<file path="config.mk">
export PLATFORM = sky130hd
export DESIGN_NAME = low_power_sar_adc_wake_detector
export DESIGN_NICKNAME = d
export VERILOG_FILES = /design/src/include/lp_sense_pkg.sv /design/src/core/sample_memory.sv /design/src/core/wake_sampler.sv /design/src/core/low_power_sar_adc_wake_detector.sv
export SDC_FILE = /design/constraint.sdc
export NUM_CORES = 2
export LEC_CHECK = 0
export ABC_CLOCK_PERIOD_IN_PS = 7900
export BUFFER_PORTS_ARGS = -buffer_cell sky130_fd_sc_hd__buf_2
export CAP_MARGIN = 25
export CORE_ASPECT_RATIO = 0.6
export CORE_MARGIN = 5
export CORE_UTILIZATION = 55
export DETAILED_ROUTE_END_ITERATION = 12
export PLACE_DENSITY = 0.85
export RECOVER_POWER = 50
export SYNTH_ARGS = -nofsm -noshare
export SYNTH_HDL_FRONTEND = slang
export SYNTH_SLANG_ARGS = --single-unit
</file>
<file path="constraint.sdc">
create_clock -name clock -period 7.9 [get_ports clock]
set_clock_uncertainty 0.2 [all_clocks]
set_input_delay 1.975 -clock clock [delete_from_list [all_inputs] [get_ports clock]]
set_output_delay 1.975 -clock clock [all_outputs]
set_load 0.03 [all_outputs]
</file>
<file path="src/include/lp_sense_pkg.sv">
package lp_sense_pkg;

  localparam int ADDR_W = 8;
  localparam int DATA_W = 32;

  // Register map
  localparam logic [7:0] REG_CTRL         = 8'h00;
  localparam logic [7:0] REG_WAKE_THRESH  = 8'h04;
  localparam logic [7:0] REG_CAPTURE_LEN  = 8'h08;
  localparam logic [7:0] REG_ENERGY_LIMIT = 8'h0C;
  localparam logic [7:0] REG_PERIOD       = 8'h10;
  localparam logic [7:0] REG_RESULT       = 8'h14;
  localparam logic [7:0] REG_ENERGY       = 8'h18;
  localparam logic [7:0] REG_STATUS       = 8'h1C;
  localparam logic [7:0] REG_MASK         = 8'h20;
  localparam logic [7:0] REG_STATE        = 8'h24;
  localparam logic [7:0] REG_SAMPLE_INDEX = 8'h28;
  localparam logic [7:0] REG_SAMPLE_DATA  = 8'h2C;

  // Control bits
  localparam int CTRL_START_BIT    = 0;
  localparam int CTRL_PERIODIC_BIT = 1;
  localparam int CTRL_CAPTURE_BIT  = 2;

  // Event bits, shared by status and mask
  localparam int EV_W     = 5;
  localparam int EV_DONE  = 0;
  localparam int EV_WAKE  = 1;
  localparam int EV_BREAK = 2;
  localparam int EV_KNOCK = 3;
  localparam int EV_REED  = 4;

  // Reset values
  localparam logic [7:0]  RST_WAKE_THRESH  = 8'h80;
  localparam logic [7:0]  RST_CAPTURE_LEN  = 8'h40;
  localparam logic [31:0] RST_ENERGY_LIMIT = 32'h0001_0000;
  localparam logic [15:0] RST_PERIOD       = 16'h0020;
  localparam logic [EV_W-1:0] RST_MASK     = 5'h00;

  // Approximation constants; the start code is also the signal midpoint
  localparam logic [7:0] SAR_START_CODE = 8'h80;
  localparam logic [7:0] SAR_FIRST_STEP = 8'h40;
  localparam logic [3:0] SAR_RESOLUTION = 4'h8;

  // Timing
  localparam int CLOCK_HZ        = 50_000_000;
  localparam int SETTLE_US       = 10;
  localparam int SETTLE_CYCLES   = (SETTLE_US * CLOCK_HZ + 999_999) / 1_000_000;
  localparam int WAKE_RATE_HZ    = 32_000;
  localparam int WAKE_DIV_CYCLES = CLOCK_HZ / WAKE_RATE_HZ;

  typedef enum logic [2:0] {
    SAR_IDLE,
    SAR_SETUP,
    SAR_SET_DAC,
    SAR_WAIT_STABLE,
    SAR_SETTLE,
    SAR_DECIDE,
    SAR_FINISH
  } sar_state_t;

endpackage

</file>
<file path="src/core/sample_memory.sv">
`timescale 1ns/1ps
module sample_memory
  import lp_sense_pkg::*;
#(
  parameter int WIDTH  = 8,
  parameter int ADDR_B = 8
)(
  input  wire logic              clock,
  input  wire logic              wr_en,
  input  wire logic [ADDR_B-1:0] wr_addr,
  input  wire logic [WIDTH-1:0]  wr_data,
  input  wire logic [ADDR_B-1:0] rd_addr,
  output logic      [WIDTH-1:0]  rd_data
);

  logic [WIDTH-1:0] store [0:(1<<ADDR_B)-1];

  always_ff @(posedge clock)
  begin
    if (wr_en)
    begin
      store[wr_addr] <= wr_data;
    end
    rd_data <= store[rd_addr];
  end

endmodule

</file>
<file path="src/core/wake_sampler.sv">
`timescale 1ns/1ps
module wake_sampler
  import lp_sense_pkg::*;
#(
  parameter int DIV = WAKE_DIV_CYCLES
)(
  input  wire logic clock,
  input  wire logic rst_n,
  input  wire logic wake_comparator,
  output logic      tick,
  output logic      decision
);

  typedef struct packed {
    logic [10:0] count;
    logic        tick;
    logic        decision;
  } sampler_t;

  sampler_t s;
  sampler_t next_s;

  always_comb
  begin
    next_s = s;
    next_s.tick = 1'b0;
    if (s.count == 11'(DIV - 1))
    begin
      next_s.count    = 11'h000;
      next_s.tick     = 1'b1;
      next_s.decision = wake_comparator;
    end
    else
    begin
      next_s.count = s.count + 11'h001;
    end
  end

  always_ff @(posedge clock or negedge rst_n)
  begin
    if (!rst_n)
    begin
      s <= '0;
    end
    else
    begin
      s <= next_s;
    end
  end

  assign tick     = s.tick;
  assign decision = s.decision;

  a_decision_on_tick: assert property (@(posedge clock) disable iff (!rst_n)
    $changed(s.decision) |-> s.tick)
    else $error("wake decision changed off a sample instant");

endmodule

</file>
<file path="src/core/low_power_sar_adc_wake_detector.sv">
// Strobed register access and the address map were chosen for this implementation.
`timescale 1ns/1ps
//////////////////////////////////////////////////////////////////////////////
// Behaviour
// - Wake comparator decides only at 32kHz instants
// - Wake comparator crossing raises wake request
// - Wake threshold comes from programmed reference DAC
// - Threshold crossing starts fixed-length sample capture
// - Capture energy separates break from knock
// - Reed input low means switch closed
// - 8-bit approximation from comparator and DAC
// - High-frequency converter never used here
// - Sample-and-hold steady through whole conversion
// - Logic drives DAC, comparator reports input above
// - Start: trial 0x80, result cleared, DAC on
// - Trial up by step if larger, else down
// - Step starts 64, halves each trial, eight trials
// - Wait DAC stable, then 10us before sampling
// - OR decision into result at decremented index
// - End: stop DAC, ground reference, disable, reschedule
//////////////////////////////////////////////////////////////////////////////
module low_power_sar_adc_wake_detector
  import lp_sense_pkg::*;
#(
  parameter int MEM_ADDR_B = 8
)(
  input  wire logic              clock,
  input  wire logic              rst_n,
  input  wire logic [ADDR_W-1:0] addr,
  input  wire logic [DATA_W-1:0] wr_data,
  input  wire logic              wr_en,
  input  wire logic              rd_en,
  output logic      [DATA_W-1:0] rd_data,
  input  wire logic              sar_comparator,
  input  wire logic              dac_stable,
  input  wire logic              wake_comparator,
  input  wire logic              reed_n,
  output logic      [7:0]        dac_code,
  output logic                   dac_enable,
  output logic                   dac_output_on,
  output logic                   supply_reference_select,
  output logic                   sar_comp_enable,
  output logic                   ground_reference_select,
  output logic                   sample_hold,
  output logic      [7:0]        wake_threshold,
  output logic                   high_freq_adc_enable,
  output logic                   wake_request,
  output logic                   irq,
  output logic                   conv_done,
  output logic      [7:0]        conv_result
);

  typedef struct packed {
    sar_state_t      st;
    logic [7:0]      dac_trial_value;
    logic [7:0]      step;
    logic [3:0]      bit_index;
    logic            compare_result;
    logic [7:0]      result;
    logic [9:0]      settle_count;
    logic            periodic;
    logic            capture_en;
    logic [7:0]      wake_thresh;
    logic [7:0]      capture_len;
    logic [31:0]     energy_limit;
    logic [15:0]     period;
    logic [15:0]     period_count;
    logic            sched_pending;
    logic            capturing;
    logic [7:0]      capture_count;
    logic [31:0]     energy;
    logic [31:0]     last_energy;
    logic [EV_W-1:0] status;
    logic [EV_W-1:0] mask;
    logic            wake_prev;
    logic            reed_n_q;
    logic            reed_closed;
    logic [7:0]      sample_index;
    logic            mem_we;
    logic [7:0]      mem_waddr;
    logic [7:0]      mem_wdata;
    logic [31:0]     rd_data;
    logic [7:0]      dac_code;
    logic            dac_enable;
    logic            dac_output_on;
    logic            supply_ref;
    logic            comp_enable;
    logic            ground_ref;
    logic            sample_hold;
    logic            hf_enable;
    logic            wake_request;
    logic            irq;
    logic            conv_done;
    logic [7:0]      conv_result;
  } core_t;

  core_t s;
  core_t next_s;

  logic       wake_tick;
  logic       wake_decision;
  logic [7:0] mem_rd_data;

  wake_sampler #(
    .DIV (WAKE_DIV_CYCLES)
  ) wake_sampler_i (
    .clock           (clock),
    .rst_n           (rst_n),
    .wake_comparator (wake_comparator),
    .tick            (wake_tick),
    .decision        (wake_decision)
  );

  sample_memory #(
    .WIDTH  (8),
    .ADDR_B (MEM_ADDR_B)
  ) sample_memory_i (
    .clock   (clock),
    .wr_en   (s.mem_we),
    .wr_addr (s.mem_waddr[MEM_ADDR_B-1:0]),
    .wr_data (s.mem_wdata),
    .rd_addr (s.sample_index[MEM_ADDR_B-1:0]),
    .rd_data (mem_rd_data)
  );

  //////////////////////////////////////////////////////////////////////////////
  logic [EV_W-1:0]   events;
  logic              start_req;
  logic              wake_event;
  logic signed [8:0] diff;
  logic [17:0]       square;
  logic [31:0]       sum;
  logic [2:0]        bit_pos;

  always_comb
  begin
    next_s     = s;
    events     = '0;
    diff       = $signed({1'b0, s.result}) - $signed({1'b0, SAR_START_CODE});
    square     = 18'(diff) * 18'(diff);
    sum        = s.energy + {14'h0000, square};
    bit_pos    = 3'(s.bit_index - 4'h1);
    wake_event = wake_decision && !s.wake_prev;
    next_s.wake_prev = wake_decision;
    next_s.mem_we    = 1'b0;
    next_s.conv_done = 1'b0;
    next_s.hf_enable = 1'b0;

    // Reed contact
    next_s.reed_n_q    = reed_n;
    next_s.reed_closed = !reed_n;
    if (reed_n != s.reed_n_q)
    begin
      events[EV_REED] = 1'b1;
    end

    // Wake and capture trigger
    if (wake_event)
    begin
      events[EV_WAKE] = 1'b1;
      if (s.capture_en && !s.capturing)
      begin
        next_s.capturing     = 1'b1;
        next_s.capture_count = 8'h00;
        next_s.energy        = 32'h0000_0000;
      end
    end

    // Periodic schedule on the slow tick
    if (wake_tick && s.periodic && s.period_count != 16'h0000)
    begin
      next_s.period_count = s.period_count - 16'h0001;
      if (s.period_count == 16'h0001)
      begin
        next_s.sched_pending = 1'b1;
      end
    end

    // Register writes
    start_req = s.sched_pending || s.capturing;
    if (wr_en)
    begin
      case (addr)
        REG_CTRL:
        begin
          start_req         = start_req || wr_data[CTRL_START_BIT];
          next_s.periodic   = wr_data[CTRL_PERIODIC_BIT];
          next_s.capture_en = wr_data[CTRL_CAPTURE_BIT];
        end
        REG_WAKE_THRESH:  next_s.wake_thresh  = wr_data[7:0];
        REG_CAPTURE_LEN:  next_s.capture_len  = wr_data[7:0];
        REG_ENERGY_LIMIT: next_s.energy_limit = wr_data;
        REG_PERIOD:       next_s.period       = wr_data[15:0];
        REG_MASK:         next_s.mask         = wr_data[EV_W-1:0];
        REG_SAMPLE_INDEX: next_s.sample_index = wr_data[7:0];
        default:          next_s.periodic     = s.periodic;
      endcase
    end

    // Approximation sequence
    case (s.st)
      SAR_IDLE:
      begin
        if (start_req)
        begin
          next_s.st            = SAR_SETUP;
          next_s.sched_pending = 1'b0;
        end
      end
      SAR_SETUP:
      begin
        next_s.dac_trial_value = SAR_START_CODE;
        next_s.result          = 8'h00;
        next_s.step            = SAR_FIRST_STEP;
        next_s.bit_index       = SAR_RESOLUTION;
        next_s.comp_enable     = 1'b1;
        next_s.dac_output_on   = 1'b1;
        next_s.dac_enable      = 1'b1;
        next_s.supply_ref      = 1'b1;
        next_s.ground_ref      = 1'b0;
        next_s.sample_hold     = 1'b1;
        next_s.st              = SAR_SET_DAC;
      end
      SAR_SET_DAC:
      begin
        next_s.dac_code     = s.dac_trial_value;
        next_s.settle_count = 10'h000;
        next_s.st           = SAR_WAIT_STABLE;
      end
      SAR_WAIT_STABLE:
      begin
        if (dac_stable)
        begin
          next_s.st = SAR_SETTLE;
        end
      end
      SAR_SETTLE:
      begin
        if (s.settle_count == 10'(SETTLE_CYCLES - 1))
        begin
          next_s.st = SAR_DECIDE;
        end
        else
        begin
          next_s.settle_count = s.settle_count + 10'h001;
        end
      end
      SAR_DECIDE:
      begin
        next_s.compare_result = sar_comparator;
        if (sar_comparator)
        begin
          next_s.dac_trial_value = s.dac_trial_value + s.step;
        end
        else
        begin
          next_s.dac_trial_value = s.dac_trial_value - s.step;
        end
        next_s.step      = s.step >> 1;
        next_s.bit_index = s.bit_index - 4'h1;
        next_s.result    = s.result | (8'(sar_comparator) << bit_pos);
        next_s.st        = (s.bit_index == 4'h1) ? SAR_FINISH : SAR_SET_DAC;
      end
      SAR_FINISH:
      begin
        next_s.dac_output_on = 1'b0;
        next_s.ground_ref    = 1'b1;
        next_s.dac_enable    = 1'b0;
        next_s.comp_enable   = 1'b0;
        next_s.supply_ref    = 1'b0;
        next_s.sample_hold   = 1'b0;
        next_s.conv_done     = 1'b1;
        next_s.conv_result   = s.result;
        events[EV_DONE]      = 1'b1;
        next_s.st            = SAR_IDLE;
        if (s.periodic)
        begin
          next_s.period_count = s.period;
        end
        if (s.capturing)
        begin
          next_s.mem_we        = 1'b1;
          next_s.mem_waddr     = s.capture_count;
          next_s.mem_wdata     = s.result;
          next_s.energy        = sum;
          next_s.capture_count = s.capture_count + 8'h01;
          if (s.capture_count == s.capture_len - 8'h01)
          begin
            next_s.capturing   = 1'b0;
            next_s.last_energy = sum;
            if (sum > s.energy_limit)
            begin
              events[EV_BREAK] = 1'b1;
            end
            else
            begin
              events[EV_KNOCK] = 1'b1;
            end
          end
        end
      end
      default:
      begin
        next_s.st = SAR_IDLE;
      end
    endcase

    // Register reads, one cycle later
    next_s.rd_data = 32'h0000_0000;
    if (rd_en)
    begin
      case (addr)
        REG_CTRL:         next_s.rd_data = {29'h0, s.capture_en, s.periodic, 1'b0};
        REG_WAKE_THRESH:  next_s.rd_data = {24'h0, s.wake_thresh};
        REG_CAPTURE_LEN:  next_s.rd_data = {24'h0, s.capture_len};
        REG_ENERGY_LIMIT: next_s.rd_data = s.energy_limit;
        REG_PERIOD:       next_s.rd_data = {16'h0, s.period};
        REG_RESULT:       next_s.rd_data = {24'h0, s.conv_result};
        REG_ENERGY:       next_s.rd_data = s.last_energy;
        REG_STATUS:       next_s.rd_data = {27'h0, s.status};
        REG_MASK:         next_s.rd_data = {27'h0, s.mask};
        REG_STATE:        next_s.rd_data = {27'h0, s.reed_closed, wake_decision,
                                            s.capturing, s.st != SAR_IDLE, s.sched_pending};
        REG_SAMPLE_INDEX: next_s.rd_data = {24'h0, s.sample_index};
        REG_SAMPLE_DATA:  next_s.rd_data = {24'h0, mem_rd_data};
        default:          next_s.rd_data = 32'h0000_0000;
      endcase
    end

    // Sticky events; a set in the clearing read's cycle survives
    if (rd_en && addr == REG_STATUS)
    begin
      next_s.status = events;
    end
    else
    begin
      next_s.status = s.status | events;
    end
    next_s.irq          = |(next_s.status & s.mask);
    next_s.wake_request = next_s.status[EV_WAKE];
  end

  always_ff @(posedge clock or negedge rst_n)
  begin
    if (!rst_n)
    begin
      s              <= '0;
      s.st           <= SAR_IDLE;
      s.wake_thresh  <= RST_WAKE_THRESH;
      s.capture_len  <= RST_CAPTURE_LEN;
      s.energy_limit <= RST_ENERGY_LIMIT;
      s.period       <= RST_PERIOD;
      s.mask         <= RST_MASK;
      s.reed_n_q     <= 1'b1;
      s.ground_ref   <= 1'b1;
    end
    else
    begin
      s <= next_s;
    end
  end

  //////////////////////////////////////////////////////////////////////////////
  assign rd_data                 = s.rd_data;
  assign dac_code                = s.dac_code;
  assign dac_enable              = s.dac_enable;
  assign dac_output_on           = s.dac_output_on;
  assign supply_reference_select = s.supply_ref;
  assign sar_comp_enable         = s.comp_enable;
  assign ground_reference_select = s.ground_ref;
  assign sample_hold             = s.sample_hold;
  assign wake_threshold          = s.wake_thresh;
  assign high_freq_adc_enable    = s.hf_enable;
  assign wake_request            = s.wake_request;
  assign irq                     = s.irq;
  assign conv_done               = s.conv_done;
  assign conv_result             = s.conv_result;

  //////////////////////////////////////////////////////////////////////////////
  a_setup_loads: assert property (@(posedge clock) disable iff (!rst_n)
    s.st == SAR_SETUP |=> s.dac_trial_value == SAR_START_CODE && s.result == 8'h00
                          && s.step == SAR_FIRST_STEP && dac_enable && supply_reference_select)
    else $error("conversion start did not load trial and clear result");

  a_hold_steady: assert property (@(posedge clock) disable iff (!rst_n)
    (s.st == SAR_SET_DAC || s.st == SAR_SETTLE || s.st == SAR_DECIDE) |-> sample_hold)
    else $error("sample hold released during conversion");

  a_step_halves: assert property (@(posedge clock) disable iff (!rst_n)
    s.st == SAR_DECIDE |=> s.step == ($past(s.step) >> 1)
                           && s.bit_index == $past(s.bit_index) - 4'h1)
    else $error("step not halved after trial");

  a_trial_moves: assert property (@(posedge clock) disable iff (!rst_n)
    s.st == SAR_DECIDE |=> s.dac_trial_value == ($past(sar_comparator)
      ? $past(s.dac_trial_value) + $past(s.step) : $past(s.dac_trial_value) - $past(s.step)))
    else $error("trial value moved the wrong way");

  a_settle_wait: assert property (@(posedge clock) disable iff (!rst_n)
    s.st == SAR_DECIDE |-> $past(s.st) == SAR_SETTLE
                           && $past(s.settle_count) == 10'(SETTLE_CYCLES - 1))
    else $error("comparator sampled before settle time");

  a_done_pulse: assert property (@(posedge clock) disable iff (!rst_n)
    conv_done |-> conv_result == $past(s.result) ##1 !conv_done)
    else $error("done pulse not single cycle with result");

  a_finish_off: assert property (@(posedge clock) disable iff (!rst_n)
    conv_done |-> !dac_enable && !sar_comp_enable && !dac_output_on && ground_reference_select)
    else $error("peripherals left on after conversion");

  a_hf_unused: assert property (@(posedge clock) disable iff (!rst_n)
    !high_freq_adc_enable)
    else $error("high-frequency converter enabled");

  a_reed_level: assert property (@(posedge clock) disable iff (!rst_n)
    s.reed_closed == !$past(reed_n))
    else $error("reed level not inverted");

  a_wake_raise: assert property (@(posedge clock) disable iff (!rst_n)
    (wake_decision && !s.wake_prev) |=> wake_request)
    else $error("wake crossing did not raise wake request");

endmodule

</file>
==> results.cfg <==
[status]
status = finished, violations left
violations = capacitance limit, slew limit, setup timing

[synth]
synth_warnings = 0
synthFlopType = edfxtp_1
ys_ff_latch = 2355
syn_area_um2 = 97100
syn-num-nets = 5492
synth.top_cell.area_share_pct = 63.3
ys_types = 79
yosysSeqAreaShare_pct = 71.2
yosys-top-cells-area = edfxtp_1 63%, mux4_2 12%, dfrtp_1 7.5%
synth.avg_cell_area_um2 = 18.4
syn_inst = 5284
synth_top_area_cell = edfxtp_1
async_reset_ff_share_pct = 12.7
synth-edff-count = 2048

[placed_design]
gp_congestion = 0.964
hpwl_um = 154000
portBuffers = 112
placed_cells = 7618

[sta]
final-setup-viol-count = 106
fin_hold_ws_ps = 267
worst_pin_slew_ps = 8290
slew_headroom_pct = -452
finalCriticalPeriod_ps = 8160
layout_setup_ws_ps = -260
fmax_ghz = 0.123
hold_viol = 0
slew_viol_final = 2379
period_share_pct = 103
rsz0062_at_grt = true

[route]
dr.pass1.iters = 9
via_per_inst = 6.83
drtIter0Drc = 9148
wl_um = 262000
wl_per_cell_um = 32.7
final_antenna_net_count = 0
num_vias = 54828
drc = 0

[die]
rows = 119
die_h_um = 336
die_area_um2 = 185000
initial_core_util_pct = 55.3
boundaryPins = 114
die_x_um = 553
core-area_um2 = 176000

[clock_tree]
ctsHoldBuffers = 0
numCtsBuffers = 197
cts_num_sinks = 2355
path_clk_slew_ps = 70
cts_tree = yes
clkLatencyLatePin_ps = 860
cts-root-buf = clkbuf_16
cts.path.max_buffers = 4
cts_htree_levels = 4

[global_routing]
grt_pass1_vias = 53964
grt_util_met1_pct = 40.0
grt_max_degree = 213
grt_pass1_wl_um = 379000
grtUsageMet2_pct = 40.0
grtUsageTotal_pct = 27.8
antenna_found_initial = 11
grt_overflow = 0
met3_usage_pct = 10.8
grt_busiest_layer = met1

[hold_path]
hold_path_class = reg -> reg
worstHoldStart = wake_sampler_i.decision$_DFFE_PN0P_
hold_end = s[85]$_DFF_PN0_
hold_depth = 0

[power]
vdd_drop_max_v = 0.000330
power_mw = 26.8
powerDensity_nw_per_um2 = 250
p_leak_nw = 30.3

[critical_path]
critPathKind = reg -> reg
path_buf_inv = 6
arrival_ps = 8650
critPathTopFamily = adder cells
cp_max_fo = 5
rr_worst_depth = 37
r2r_slack_ps = -260
worst_setup_path_start_kind = register
timing.rr.start = s[263]$_DFFE_PN0P_
slowest_delay_ps = 560
reg2reg_to = s[93]$_DFF_PN0_
critical-path-slowest-cell = fa_1
worst-path-stages = 37
required_ps = 8390
end_kind = register

[layout]
drive_above_1_share_pct = 24.8
fillers = 11674
final_cell_count_no_fill = 8022
areaGrowthSynthToFinish_pct = 10.5
nets = 5716

[flow_run]
maxCapViolCount = 25
-- worst max path at each step --
stage | start | endpoint
3_3_place_gp | s[263]$_DFFE_PN0P_ | s[93]$_DFF_PN0_
2_1_floorplan | s[267]$_DFFE_PN0P_ | irq$_DFF_PN0_
4_1_cts | s[269]$_DFFE_PN0P_ | irq$_DFF_PN0_
3_5_place_dp | s[266]$_DFFE_PN0P_ | s[93]$_DFF_PN0_
5_1_grt | s[263]$_DFFE_PN0P_ | irq$_DFF_PN0_
6_report | s[263]$_DFFE_PN0P_ | s[93]$_DFF_PN0_
-- cell usage after synthesis, types with 27 or more instances --
cell type,instances
clkbuf_1,145
a21oi_1,126
buf_2,54
inv_1,136
o21ai_0,80
a22oi_1,65
nor2_1,420
mux4_2,539
buf_4,107
edfxtp_1,2048
mux2_2,132
mux2i_1,119
nand3_1,62
o221ai_1,28
ha_1,110
nand2_1,172
a22o_1,36
xor2_1,41
buf_1,29
o22ai_1,39
fa_1,50
xnor2_1,63
a211oi_1,27
dfrtp_1,293
-- cells in the final DEF, fill, tap and decap left out, drive strengths merged, types with 119 or more instances in the layout --
cell    synthesis  final
a21oi         127    127
buf           194    338
clkbuf        146    280
dfrtp         293    293
edfxtp       2048   2048
inv           136    142
mux2          139    139
mux2i         119    119
mux4          539    539
nand2         174    174
nor2          421    421
-- power by group --
| group | leakage, nW | switching [mW] | internal, mW | total, mW |
|---|---|---|---|---|
| logic | 9.13 | 1.99 | 1.66 | 3.65 |
| clock network | 2.95 | 4.48 | 5.07 | 9.56 |
| registers | 18.2 | 0.167 | 13.4 | 13.6 |
| total | 30.3 | 6.64 | 20.2 | 26.8 |
-- flip-flops by register name, summed over array words and instances (netlist names), named ones only --
signal and cells:
dac_enable 1, wake_sampler_i.decision 1, dac_code 8, wake_sampler_i.s 11, sample_memory_i.rd_data 8, irq 1, rd_data 32, wake_threshold 8
s 225, conv_result 8, wake_sampler_i.tick 1, ground_reference_select 1, conv_done 1, sample_memory_i.store 2048
-- area by class of cell --
cell class              count  area (um^2)  share of cell area [%]
flip-flops and latches   2355        69200                    64.4
multi-input cells        2451        26100                    24.3
clock buffers             253         5320                    4.95
well taps                2359         2950                    2.75
repair buffers            365         2550                    2.38
clock inverters            91          694                   0.647
inverters                 138          523                   0.487
diodes                     10         25.0                  0.0233
-- per-stage QoR --
step                utilization (%)  instance area [um^2]  TNS, ps  setup WS (ps)
floorplan                         -                 97100        0           53.8
global placement               57.4                101000     -959           -345
detailed placement             57.4                101000    -1510           -522
CTS                            61.0                107000     -315           -151
global route                   61.1                107000   -36100           -578
finish                         61.2                107000    -4310           -260
-- cells by family after synthesis --
group | Yosys count | synth area share (%)
and+or+nand+nor | 840 | 3.86
adders and majority gates | 160 | 2.45
xor gates and xnor gates | 104 | 0.938
buffers and inverters | 478 | 2.36
muxes | 797 | 15.4
AOI/OAI and AO/OA | 549 | 3.84
other | 1 | 0.00386
DFF | 2355 | 71.2
-- repair_timing --
action / CTS / global route
cloned: 0 / 0
setup buffers: 18 / 11
pin swaps: 39 / 51
resized for setup: 75 / 44
setup endpoints to repair: 3 / 3
-- routing by layer --
| metal | routed length, um | share of wire [%] | vias up |
|---|---|---|---|
| met5 | 187 | 0.071 | - |
| met4 | 8780 | 3.3 | 10 |
| met3 | 41600 | 16 | 660 |
| met2 | 116000 | 44 | 4908 |
| met1 | 96400 | 37 | 27877 |
| li1 | - | - | 21373 |
(Power assumes the default switching activity.)
